**src/pkg/pkt_cmd_defs.vh**
```
// Notes on behaviour
// - type byte top bits: command, response, report, error
// - payload length zero to eighteen bytes
// - CRC16 over packet, low byte first
// - answer every packet within 250 ms; bad crc, over-length or non-command packets get no answer
// - fan reports every half second, four fans
// - temperature reports every second, 32 sensors
// - one reply per command, same code
// - ping echoes payload under type 0x40; payloads over 16 bytes get error 0xc0
// - version query returns sixteen byte string
// - sixteen byte user area, writes carry all
// - user area read returns stored bytes
// - load configuration from storage at power-up
// - store boot state saves settings, reply 0x44
// - reporting, fail-safe, watchdog never stored
// - boot state mismatch after save gives error
// - payload 8,18,99 restarts device
// - restart acknowledge delayed up to three seconds
// - fans started in sequence 500 ms apart
// - payload 12,28,97 acks, pulses host reset
// - after host reset, may ignore commands
// - payload 3,11,95 acks, powers host off
`ifndef PKT_CMD_DEFS_VH
`define PKT_CMD_DEFS_VH
`define CLK_HZ 40000000
`define CLK_KHZ 40000
`define T_HALF_MS 500
`define T_SEC_MS 1000
`define T_HOSTRST_MS 1500
`define T_BOOT_STEP_MS 500
`define CYC_HALF (`T_HALF_MS * `CLK_KHZ)
`define CYC_SEC (`T_SEC_MS * `CLK_KHZ)
`define CYC_HOSTRST (`T_HOSTRST_MS * `CLK_KHZ)
`define CYC_BOOT_STEP (`T_BOOT_STEP_MS * `CLK_KHZ)
`define TYPE_CMD 2'b00
`define TYPE_RSP 2'b01
`define TYPE_RPT 2'b10
`define TYPE_ERR 2'b11
`define MAX_LEN 8'h12
`define PING_MAX 8'h10
`define CODE_PING 6'h00
`define CODE_VER 6'h01
`define CODE_UWR 6'h02
`define CODE_URD 6'h03
`define CODE_STORE 6'h04
`define CODE_BOOT 6'h05
`define RPT_FAN 8'h81
`define RPT_TEMP 8'h82
`define USER_LEN 8'h10
`define CRC_POLY 16'h8408
`define CRC_INIT 16'hffff
`endif

```
**src/design/pkt_fifo.v**
```verilog
`timescale 1ns/100ps
module pkt_fifo #(
  parameter WIDTH = 8,
  parameter DEPTH = 8,
  parameter AW = 3
) (
  input wire core_clk,
  input wire rstn,
  input wire ce,
  input wire [WIDTH-1:0] in_data,
  input wire in_valid,
  output wire in_ready,
  output wire [WIDTH-1:0] out_data,
  output wire out_valid,
  input wire out_ready
);
  reg [WIDTH-1:0] mem [0:DEPTH-1];
  reg [AW:0] wr_reg;
  reg [AW:0] rd_reg;
  wire full = (wr_reg[AW] != rd_reg[AW]) && (wr_reg[AW-1:0] == rd_reg[AW-1:0]);
  wire empty = (wr_reg == rd_reg);
  assign in_ready = !full;
  // no handover while frozen, or the far side would take a byte that is never popped
  assign out_valid = ce && !empty;
  assign out_data = mem[rd_reg[AW-1:0]];
  always @(posedge core_clk) begin
    if (!rstn) begin
      wr_reg <= {(AW+1){1'b0}};
      rd_reg <= {(AW+1){1'b0}};
    end else if (ce) begin
      if (in_valid && !full) begin
        mem[wr_reg[AW-1:0]] <= in_data;
        wr_reg <= wr_reg + 1'b1;
      end
      if (out_ready && !empty)
        rd_reg <= rd_reg + 1'b1;
    end
  end
endmodule // pkt_fifo

```
**src/design/packet_command_handler.v**
```verilog
`timescale 1ns/100ps
`include "pkt_cmd_defs.vh"
module packet_command_handler #(
  parameter HALF_CYC = `CYC_HALF,
  parameter SEC_CYC = `CYC_SEC,
  parameter HOSTRST_CYC = `CYC_HOSTRST,
  parameter BOOT_STEP_CYC = `CYC_BOOT_STEP,
  parameter [127:0] VERSION_STR = 128'h6465_7669_6365_3a68_312e_302c_7931_7630 // arbitrary
) (
  input wire core_clk,
  input wire rstn,
  input wire ce,
  input wire [7:0] rx_data,
  input wire rx_valid,
  output wire rx_ready,
  output wire [7:0] tx_data,
  output wire tx_valid,
  input wire tx_ready,
  input wire [3:0] fan_report_en,
  input wire [31:0] temp_report_en,
  input wire [31:0] fan_data,
  input wire [511:0] temp_data,
  input wire [127:0] nv_user_rdata,
  output reg nv_user_we,
  output reg [127:0] nv_user_wdata,
  output reg nv_store_req,
  input wire nv_store_done,
  input wire nv_store_ok,
  output reg nv_load_req,
  input wire nv_load_done,
  output reg [3:0] fan_on,
  input wire [3:0] fan_boot_en,
  output reg host_reset_out,
  output reg host_reset_oe,
  output reg host_power_out,
  output reg host_power_oe,
  output reg busy
);
  localparam S_BOOT = 9'h001, S_IDLE = 9'h002, S_RX = 9'h004, S_EXEC = 9'h008, S_STORE = 9'h010;
  localparam S_TX = 9'h020, S_CRC = 9'h040, S_HRST = 9'h080, S_RESTART = 9'h100;
  localparam A_NONE = 2'd0, A_RESTART = 2'd1, A_HRST = 2'd2, A_POFF = 2'd3;
  reg [8:0] st_reg;
  // room for the low crc byte behind an 18-byte payload
  reg [7:0] buf_reg [0:20];
  reg [4:0] rx_idx_reg;
  reg [7:0] t_type_reg;
  reg [7:0] t_len_reg;
  reg [4:0] t_idx_reg;
  reg [15:0] crc_reg;
  reg [15:0] tcrc_reg;
  reg [1:0] act_reg;
  reg [31:0] tmr_reg;
  reg [2:0] boot_fan_reg;
  reg [31:0] half_reg;
  reg [31:0] sec_reg;
  reg [3:0] fan_pend_reg;
  reg [31:0] temp_pend_reg;
  reg [2:0] crc_ph_reg;
  reg [7:0] tx_byte_reg;
  reg tx_push_reg;
  wire fifo_ready;
  wire [7:0] ver_byte;
  wire [4:0] ver_pos;
  integer i;

  function [15:0] crc_byte;
    input [15:0] c;
    input [7:0] d;
    integer k;
    reg [15:0] x;
    begin
      x = c ^ {8'h00, d};
      for (k = 0; k < 8; k = k + 1)
        x = x[0] ? ((x >> 1) ^ `CRC_POLY) : (x >> 1);
      crc_byte = x;
    end
  endfunction

  function [4:0] first_set32;
    input [31:0] v;
    integer k;
    begin
      first_set32 = 5'd0;
      for (k = 31; k >= 0; k = k - 1)
        if (v[k])
          first_set32 = k[4:0];
    end
  endfunction

  // nothing is taken while frozen, so ready drops with the enable
  assign rx_ready = ce && ((st_reg == S_IDLE) || (st_reg == S_RX));
  assign ver_pos = t_idx_reg - 5'd2;
  assign ver_byte = VERSION_STR[8'd127 - {ver_pos[3:0], 3'd0} -: 8];

  // bytes go through the fifo one packet at a time; a whole packet is framed before the next
  pkt_fifo #(.WIDTH(8), .DEPTH(8), .AW(3)) u_fifo (
    .core_clk(core_clk),
    .rstn(rstn),
    .ce(ce),
    .in_data(tx_byte_reg),
    .in_valid(tx_push_reg),
    .in_ready(fifo_ready),
    .out_data(tx_data),
    .out_valid(tx_valid),
    .out_ready(tx_ready)
  );

  wire push_ok = !tx_push_reg || fifo_ready;
  wire [5:0] rx_code = buf_reg[0][5:0];
  wire [7:0] rx_len = buf_reg[1];
  wire [23:0] pat = {buf_reg[2], buf_reg[3], buf_reg[4]};
  wire [4:0] tsel = first_set32(temp_pend_reg);
  wire half_hit = (half_reg >= HALF_CYC - 1);
  wire sec_hit = (sec_reg >= SEC_CYC - 1);

  always @(posedge core_clk) begin
    if (!rstn) begin
      st_reg <= S_BOOT;
      rx_idx_reg <= 5'd0;
      t_type_reg <= 8'h00;
      t_len_reg <= 8'h00;
      t_idx_reg <= 5'd0;
      crc_reg <= `CRC_INIT;
      tcrc_reg <= `CRC_INIT;
      act_reg <= A_NONE;
      tmr_reg <= 32'd0;
      boot_fan_reg <= 3'd0;
      half_reg <= 32'd0;
      sec_reg <= 32'd0;
      fan_pend_reg <= 4'h0;
      temp_pend_reg <= 32'h0;
      crc_ph_reg <= 3'd0;
      tx_byte_reg <= 8'h00;
      tx_push_reg <= 1'b0;
      nv_user_we <= 1'b0;
      nv_user_wdata <= 128'h0;
      nv_store_req <= 1'b0;
      nv_load_req <= 1'b1;
      fan_on <= 4'h0;
      host_reset_out <= 1'b0;
      host_reset_oe <= 1'b1;
      host_power_out <= 1'b0;
      host_power_oe <= 1'b1;
      busy <= 1'b1;
      for (i = 0; i < 21; i = i + 1)
        buf_reg[i] <= 8'h00;
    end else if (ce) begin
      nv_user_we <= 1'b0;
      if (fifo_ready)
        tx_push_reg <= 1'b0;
      // report timers run in every state while ce is high; pending sets win over service clears
      if (half_hit) begin
        half_reg <= 32'd0;
        fan_pend_reg <= fan_pend_reg | fan_report_en;
      end else
        half_reg <= half_reg + 32'd1;
      if (sec_hit) begin
        sec_reg <= 32'd0;
        temp_pend_reg <= temp_pend_reg | temp_report_en;
      end else
        sec_reg <= sec_reg + 32'd1;
      case (st_reg)
        S_BOOT: begin
          // configuration load, then staggered fan start
          if (nv_load_req) begin
            if (nv_load_done)
              nv_load_req <= 1'b0;
          end else if (boot_fan_reg == 3'd4) begin
            busy <= 1'b0;
            st_reg <= S_IDLE;
          end else if (!fan_boot_en[boot_fan_reg[1:0]]) begin
            boot_fan_reg <= boot_fan_reg + 3'd1;
          end else if (tmr_reg == 32'd0 || fan_on == 4'h0) begin
            fan_on[boot_fan_reg[1:0]] <= 1'b1;
            boot_fan_reg <= boot_fan_reg + 3'd1;
            // counts down to zero, so the gap is one step, plus one cycle per skipped fan
            tmr_reg <= BOOT_STEP_CYC - 1;
          end else
            tmr_reg <= tmr_reg - 32'd1;
        end
        S_IDLE: begin
          if (rx_valid) begin
            buf_reg[0] <= rx_data;
            rx_idx_reg <= 5'd1;
            crc_reg <= crc_byte(`CRC_INIT, rx_data);
            st_reg <= S_RX;
          end else if (fan_pend_reg != 4'h0) begin
            t_type_reg <= `RPT_FAN;
            t_len_reg <= 8'h04;
            for (i = 3; i >= 0; i = i - 1)
              if (fan_pend_reg[i]) begin
                buf_reg[2] <= i[7:0];
                buf_reg[3] <= fan_data[i*8 +: 8];
                buf_reg[4] <= 8'h00;
                buf_reg[5] <= 8'h00;
              end
            fan_pend_reg <= (fan_pend_reg & (fan_pend_reg - 4'h1)) | (half_hit ? fan_report_en : 4'h0);
            act_reg <= A_NONE;
            t_idx_reg <= 5'd0;
            st_reg <= S_TX;
          end else if (temp_pend_reg != 32'h0) begin
            t_type_reg <= `RPT_TEMP;
            t_len_reg <= 8'h03;
            buf_reg[2] <= {3'd0, tsel};
            buf_reg[3] <= temp_data[{tsel, 4'd0} +: 8];
            buf_reg[4] <= temp_data[{tsel, 4'd8} +: 8];
            temp_pend_reg <= (temp_pend_reg & ~(32'h1 << tsel)) | (sec_hit ? temp_report_en : 32'h0);
            act_reg <= A_NONE;
            t_idx_reg <= 5'd0;
            st_reg <= S_TX;
          end
        end
        S_RX: begin
          if (rx_valid) begin
            if (rx_idx_reg == 5'd1 && rx_data > `MAX_LEN) begin
              st_reg <= S_IDLE;
            end else if (rx_idx_reg >= 5'd2 && rx_idx_reg == rx_len[4:0] + 5'd2 + 5'd1) begin
              // last crc byte, high half; low came first
              st_reg <= ({rx_data, buf_reg[rx_idx_reg - 5'd1]} == crc_reg && buf_reg[0][7:6] == `TYPE_CMD)
                        ? S_EXEC : S_IDLE;
            end else begin
              buf_reg[rx_idx_reg] <= rx_data;
              rx_idx_reg <= rx_idx_reg + 5'd1;
              if (rx_idx_reg < rx_len[4:0] + 5'd2 || rx_idx_reg == 5'd1)
                crc_reg <= crc_byte(crc_reg, rx_data);
            end
          end
        end
        S_EXEC: begin
          t_idx_reg <= 5'd0;
          act_reg <= A_NONE;
          t_len_reg <= 8'h00;
          t_type_reg <= {`TYPE_RSP, rx_code};
          st_reg <= S_TX;
          if (rx_code == `CODE_PING) begin
            if (rx_len > `PING_MAX)
              t_type_reg <= {`TYPE_ERR, rx_code};
            else
              t_len_reg <= rx_len;
          end else if (rx_code == `CODE_VER) begin
            if (rx_len != 8'h00)
              t_type_reg <= {`TYPE_ERR, rx_code};
            else
              t_len_reg <= 8'h10;
          end else if (rx_code == `CODE_UWR) begin
            if (rx_len != `USER_LEN)
              t_type_reg <= {`TYPE_ERR, rx_code};
            else begin
              nv_user_we <= 1'b1;
              for (i = 0; i < 16; i = i + 1)
                nv_user_wdata[i*8 +: 8] <= buf_reg[i+2];
            end
          end else if (rx_code == `CODE_URD) begin
            if (rx_len != 8'h00)
              t_type_reg <= {`TYPE_ERR, rx_code};
            else begin
              t_len_reg <= `USER_LEN;
              for (i = 0; i < 16; i = i + 1)
                buf_reg[i+2] <= nv_user_rdata[i*8 +: 8];
            end
          end else if (rx_code == `CODE_STORE) begin
            if (rx_len != 8'h00)
              t_type_reg <= {`TYPE_ERR, rx_code};
            else begin
              // store of saved settings; report enables are not in that set
              nv_store_req <= 1'b1;
              st_reg <= S_STORE;
            end
          end else if (rx_code == `CODE_BOOT) begin
            if (rx_len == 8'h03 && pat == 24'h081263)
              act_reg <= A_RESTART;
            else if (rx_len == 8'h03 && pat == 24'h0c1c61)
              act_reg <= A_HRST;
            else if (rx_len == 8'h03 && pat == 24'h030b5f)
              act_reg <= A_POFF;
            else
              t_type_reg <= {`TYPE_ERR, rx_code};
          end else
            t_type_reg <= {`TYPE_ERR, rx_code};
        end
        S_STORE: begin
          if (nv_store_done) begin
            nv_store_req <= 1'b0;
            if (!nv_store_ok)
              t_type_reg <= {`TYPE_ERR, rx_code};
            st_reg <= S_TX;
          end
        end
        S_TX: begin
          // framing: type, length, payload, then crc; sent without waiting on other work
          if (push_ok) begin
            tx_push_reg <= 1'b1;
            t_idx_reg <= t_idx_reg + 5'd1;
            if (t_idx_reg == 5'd0) begin
              tx_byte_reg <= t_type_reg;
              tcrc_reg <= crc_byte(`CRC_INIT, t_type_reg);
            end else if (t_idx_reg == 5'd1) begin
              tx_byte_reg <= t_len_reg;
              tcrc_reg <= crc_byte(tcrc_reg, t_len_reg);
            end else begin
              if (t_type_reg == {`TYPE_RSP, `CODE_VER}) begin
                tx_byte_reg <= ver_byte;
                tcrc_reg <= crc_byte(tcrc_reg, ver_byte);
              end else begin
                tx_byte_reg <= buf_reg[t_idx_reg];
                tcrc_reg <= crc_byte(tcrc_reg, buf_reg[t_idx_reg]);
              end
            end
            if (t_idx_reg + 5'd1 >= t_len_reg[4:0] + 5'd2 && t_idx_reg >= 5'd1) begin
              crc_ph_reg <= 3'd0;
              st_reg <= S_CRC;
            end
          end
        end
        S_CRC: begin
          if (push_ok) begin
            if (crc_ph_reg == 3'd0) begin
              tx_push_reg <= 1'b1;
              tx_byte_reg <= tcrc_reg[7:0];
              crc_ph_reg <= 3'd1;
            end else if (crc_ph_reg == 3'd1) begin
              tx_push_reg <= 1'b1;
              tx_byte_reg <= tcrc_reg[15:8];
              crc_ph_reg <= 3'd2;
            end else if (!tx_valid && !tx_push_reg) begin
              // wait for fifo to drain so the ack leaves before any action
              if (act_reg == A_RESTART) begin
                st_reg <= S_RESTART;
              end else if (act_reg == A_HRST) begin
                host_reset_out <= 1'b1;
                tmr_reg <= HOSTRST_CYC;
                busy <= 1'b1;
                st_reg <= S_HRST;
              end else begin
                if (act_reg == A_POFF)
                  host_power_out <= 1'b1;
                st_reg <= S_IDLE;
              end
            end
          end
        end
        S_HRST: begin
          if (tmr_reg == 32'd0) begin
            host_reset_out <= 1'b0;
            st_reg <= S_RESTART;
          end else
            tmr_reg <= tmr_reg - 32'd1;
        end
        S_RESTART: begin
          // power-on-like restart; commands refused until boot completes
          fan_on <= 4'h0;
          fan_pend_reg <= 4'h0;
          temp_pend_reg <= 32'h0;
          boot_fan_reg <= 3'd0;
          tmr_reg <= 32'd0;
          nv_load_req <= 1'b1;
          busy <= 1'b1;
          st_reg <= S_BOOT;
        end
        default: st_reg <= S_IDLE;
      endcase
    end
  end
endmodule // packet_command_handler

```
**config.mk**
```make
export PLATFORM = sky130hd
export DESIGN_NAME = packet_command_handler
export DESIGN_NICKNAME = d
export VERILOG_FILES = /design/src/design/pkt_fifo.v /design/src/design/packet_command_handler.v
export VERILOG_INCLUDE_DIRS = /design/src /design/src/pkg
export SDC_FILE = /design/constraint.sdc
export NUM_CORES = 2
export LEC_CHECK = 0
export BUFFER_PORTS_ARGS = -buffer_cell sky130_fd_sc_hd__buf_2
export CORE_AREA = 10 10 335 337
export CTS_BUF_LIST = sky130_fd_sc_hd__clkbuf_16
export DETAILED_ROUTE_END_ITERATION = 8
export DIE_AREA = 0 0 345 347
export SKIP_LAST_GASP = 1
export SLEW_MARGIN = 25
export SYNTH_ARGS = -nofsm -noshare
export SYNTH_HDL_FRONTEND = slang
export SYNTH_SLANG_ARGS = --single-unit
export TNS_END_PERCENT = 5
```
**constraint.sdc**
```tcl
create_clock -name core_clk -period 9.42 [get_ports core_clk]
set_input_delay 1.413 -clock core_clk [delete_from_list [all_inputs] [get_ports core_clk]]
set_output_delay 1.413 -clock core_clk [all_outputs]
set_load 0.005 [all_outputs]
```
==> metrics.csv <==
metric,value,unit
power spent charging and discharging nets,0.00183,W
critical path start-end classification,input port to flip-flop,
buffers inserted during post-CTS setup optimization,0,
post-cts gate resize count,0,
post-synthesis async set-or-reset flop share,0,%
# port buffers,875,
number of pins with negative max-slew slack in the final report,0,
wl on met1,81000,um
startpoint type of the worst setup path,input port,
hold crit path type,flip-flop to flip-flop,
vias in the first global route,36500,
Leakage Power,18.0,nW
Peak VDD IR,0.000136,V
achievable frequency,186,MHz
largest net degree at the start of global routing,97,
routed wire length on met3,20000,um
vertical extent of the die,347,um
placement row count,119,
Final period util,57.1,%
hold-fix buffers at CTS,0,
Register Area,0.0170,mm2
Required @ worst endpoint,9.84,ns
antenna violations before repair,54,
H-tree levels,3,
Logic pwr share,10.4,%
Worst-Skew Late Latency,0.65,ns
Pre-antenna DRT Iters,7,
maximum net fanout on the critical path,14,
clock network fraction of total power,43.5,%
register clock-pin slew on the reported worst setup and hold paths,0.06,ns
area enclosed by the die boundary,0.120,mm2
final setup violation count,0,
slowest cell delay on critical path,1.08,ns
worst max-slew margin expressed relative to the limit,26.1,%
area occupied by multi-input gates,0.0211,mm2
design internal power,0.00522,W
total power density per cell area,148,mW/mm2
Ports,878,
clock buffers created by TritonCTS,78,
CTS tree,done,
estimated wirelength of the detail-placed design,164000,um
Tightest Pin Transition,1.10,ns
DRC violation count after routing,0,
total of max-cap violations,0,
Detail Route Antenna Nets,0,
layout-stage area growth over the synthesis result,20.7,%
final WL,206000,um
unrepaired setup endpoints after global routing,false,
vias per std cell,6.10,
Clk Tree Root Cell,sky130_fd_sc_hd__clkbuf_16,
number of hold-slack violations in the final timing report,0,
sequential cell area fraction in the yosys report,43.1,%
Final min period,5.38,ns
dominant synthesized flop cell,sky130_fd_sc_hd__dfxtp_1,
Starting Density,37.5,%
final routed wire length divided by cell count,32.7,um
wire length on met2,96500,um
routability cong.,0.992,
wire length of the first global-routing pass,283000,um
total routing usage reported by global routing,32.6,%
Switching Share,26.0,%
Synth Instances,4088,
crit path DAT,5.79,ns
critical path cell sequence,buf_2 -> a211o_1 -> a2111oi_0 -> nor2_1 -> a311oi_2 -> nand3_1 -> nor2_1 -> a221oi_1 -> o311ai_1,
total global routing overflow,0,
final design instance area without fill,0.0476,mm2
register bit total from synthesis,689,
Cell Count Post-Placement,6114,
Crit-path slowest cell,sky130_fd_sc_hd__nor2_1,
Core Area,0.105,mm2
portion of total power attributed to sequential cells,46.1,%
ratio of cells with drive above 1 in the final layout,27.1,%
number of inserted filler cells in the final layout,10400,
total standard cell area after synthesis,0.0395,mm2
die width,345,um
net count of the finished layout,5575,
critical path capture point type,flip-flop,
setup_tns,0,ns
clock skew,0.0428,ns
Syn. warnings,0,
top layer in use,met5,
post-synthesis cell type count,95,
count of flip-flops with a built-in enable after synthesis,320,
Vias,38400,
count of clock tree sinks,689,
result of the run,completed,
mean instance size in the synthesized netlist,9.65,um2
Clock Tree Buf Depth,3,
cell type with the highest occurrence count on the critical path,sky130_fd_sc_hd__nor2_1,
placed cell areas,0.0450,mm2
number of flip-flops in the largest register,256,
non-filler cells in the finished layout,6289,
first-iteration detailed-routing DRC count,4834,
-- stage by stage --
step	power (W)	hold WS, ns	setup slack [ns]	utilization (%)
3_5_place_dp	0.00402	0.444	3.61	42.8
3_3_place_gp	0.00402	0.443	3.76	42.8
2_1_floorplan	0.00363	0.446	4.42	-
5_1_grt	0.00725	0.467	3.98	45.3
4_1_cts	0.00706	0.452	4.26	45.2
6_report	0.00705	0.450	4.04	45.3
-- logic make-up (layout without fill, tap and decap cells) --
| kind of cell | after synthesis | count (layout) | share of synthesized area, % |
|---|---|---|---|
| DFF | 689 | 689 | 43.1 |
| xor gates and xnor gates | 211 | 211 | 4.76 |
| adders and majority gates | 43 | 43 | 1.36 |
| muxes | 297 | 297 | 13.9 |
| AOI/OAI and AO/OA | 897 | 897 | 15.1 |
| other | 2 | 33 | 0.0190 |
| buffers and inverters | 359 | 1138 | 3.77 |
| and+or+nand+nor | 1590 | 1590 | 18.0 |
-- critical path, delay by kind of cell --
kind	cells	cell delay [ns]
buffers and inverters	1	0.13
and+or+nand+nor	3	1.97
AOI/OAI and AO/OA	5	2.27
-- synthesized netlist by cell type, types with 86 or more instances --
cell,number,share of area (%)
sky130_fd_sc_hd__o21ai_0,98,1.2
sky130_fd_sc_hd__mux2i_1,86,2.2
sky130_fd_sc_hd__nand2_1,751,7.1
sky130_fd_sc_hd__nor3_1,89,1.1
sky130_fd_sc_hd__clkbuf_1,232,2.2
sky130_fd_sc_hd__xnor2_1,110,2.4
sky130_fd_sc_hd__edfxtp_1,320,24
sky130_fd_sc_hd__a21oi_1,310,3.9
sky130_fd_sc_hd__dfxtp_1,369,19
sky130_fd_sc_hd__nand3_1,139,1.8
sky130_fd_sc_hd__nor2_1,325,3.1
sky130_fd_sc_hd__xor2_1,99,2.2
sky130_fd_sc_hd__a22o_1,109,2.4
sky130_fd_sc_hd__mux4_2,197,11
-- area by class of cell --
cell class,count,share of cell area (%)
clock buffers,82,4.31
multi-input cells,3043,44.3
diodes,28,0.147
clock inverters,64,1.09
inverters,48,0.389
flip-flops and latches,689,35.7
well taps,1391,3.65
repair buffers,944,10.4
-- layer usage --
metal / GRT usage [%] / vias up
met2: 53.0 / 2401
met5: 0 / -
met1: 41.9 / 19000
met3: 7.71 / 372
met4: 11.7 / 24
li1: - / 16600
-- placed cells by master (no fill, tap or decap), drive strengths merged, types with 43 or more instances in the layout --
cell    instances
mux2i          87
a31oi          47
dfxtp         369
nand3         139
clkbuf         82
xnor2         110
buf           944
ha             43
and2           44
nand2         751
nor3           90
a22oi          46
and3           43
edfxtp        320
xor2           99
a21oi         311
mux4          199
nor2          327
inv            66
o21ai         127
a22o          109
-- power by group through the flow --
stage | Clock, W | Sequential [W] | Combinational (W)
after floorplan | 0 | 0.00326 | 0.000363
after global placement | 0 | 0.00331 | 0.000708
after detailed placement | 0 | 0.00331 | 0.000711
after CTS | 0.00309 | 0.00325 | 0.000715
after global routing | 0.00322 | 0.00325 | 0.000774
final | 0.00307 | 0.00325 | 0.000730
-- path summary, 6_finish.rpt --
check	startpoint	to	slack, ns	cells past startpoint
max	rx_data[1]	buf_reg[3][4]$_DFFE_PP_	4.04	9
min	nv_user_wdata[66]$_SDFFE_PN0P_	nv_user_wdata[66]$_SDFFE_PN0P_	0.45	2
max reg2reg	temp_pend_reg[30]$_SDFFE_PN0P_	buf_reg[4][6]$_DFFE_PP_	4.38	10
min reg2reg	nv_user_wdata[66]$_SDFFE_PN0P_	nv_user_wdata[66]$_SDFFE_PN0P_	0.45	2
Power figures use the tool's default switching activity.
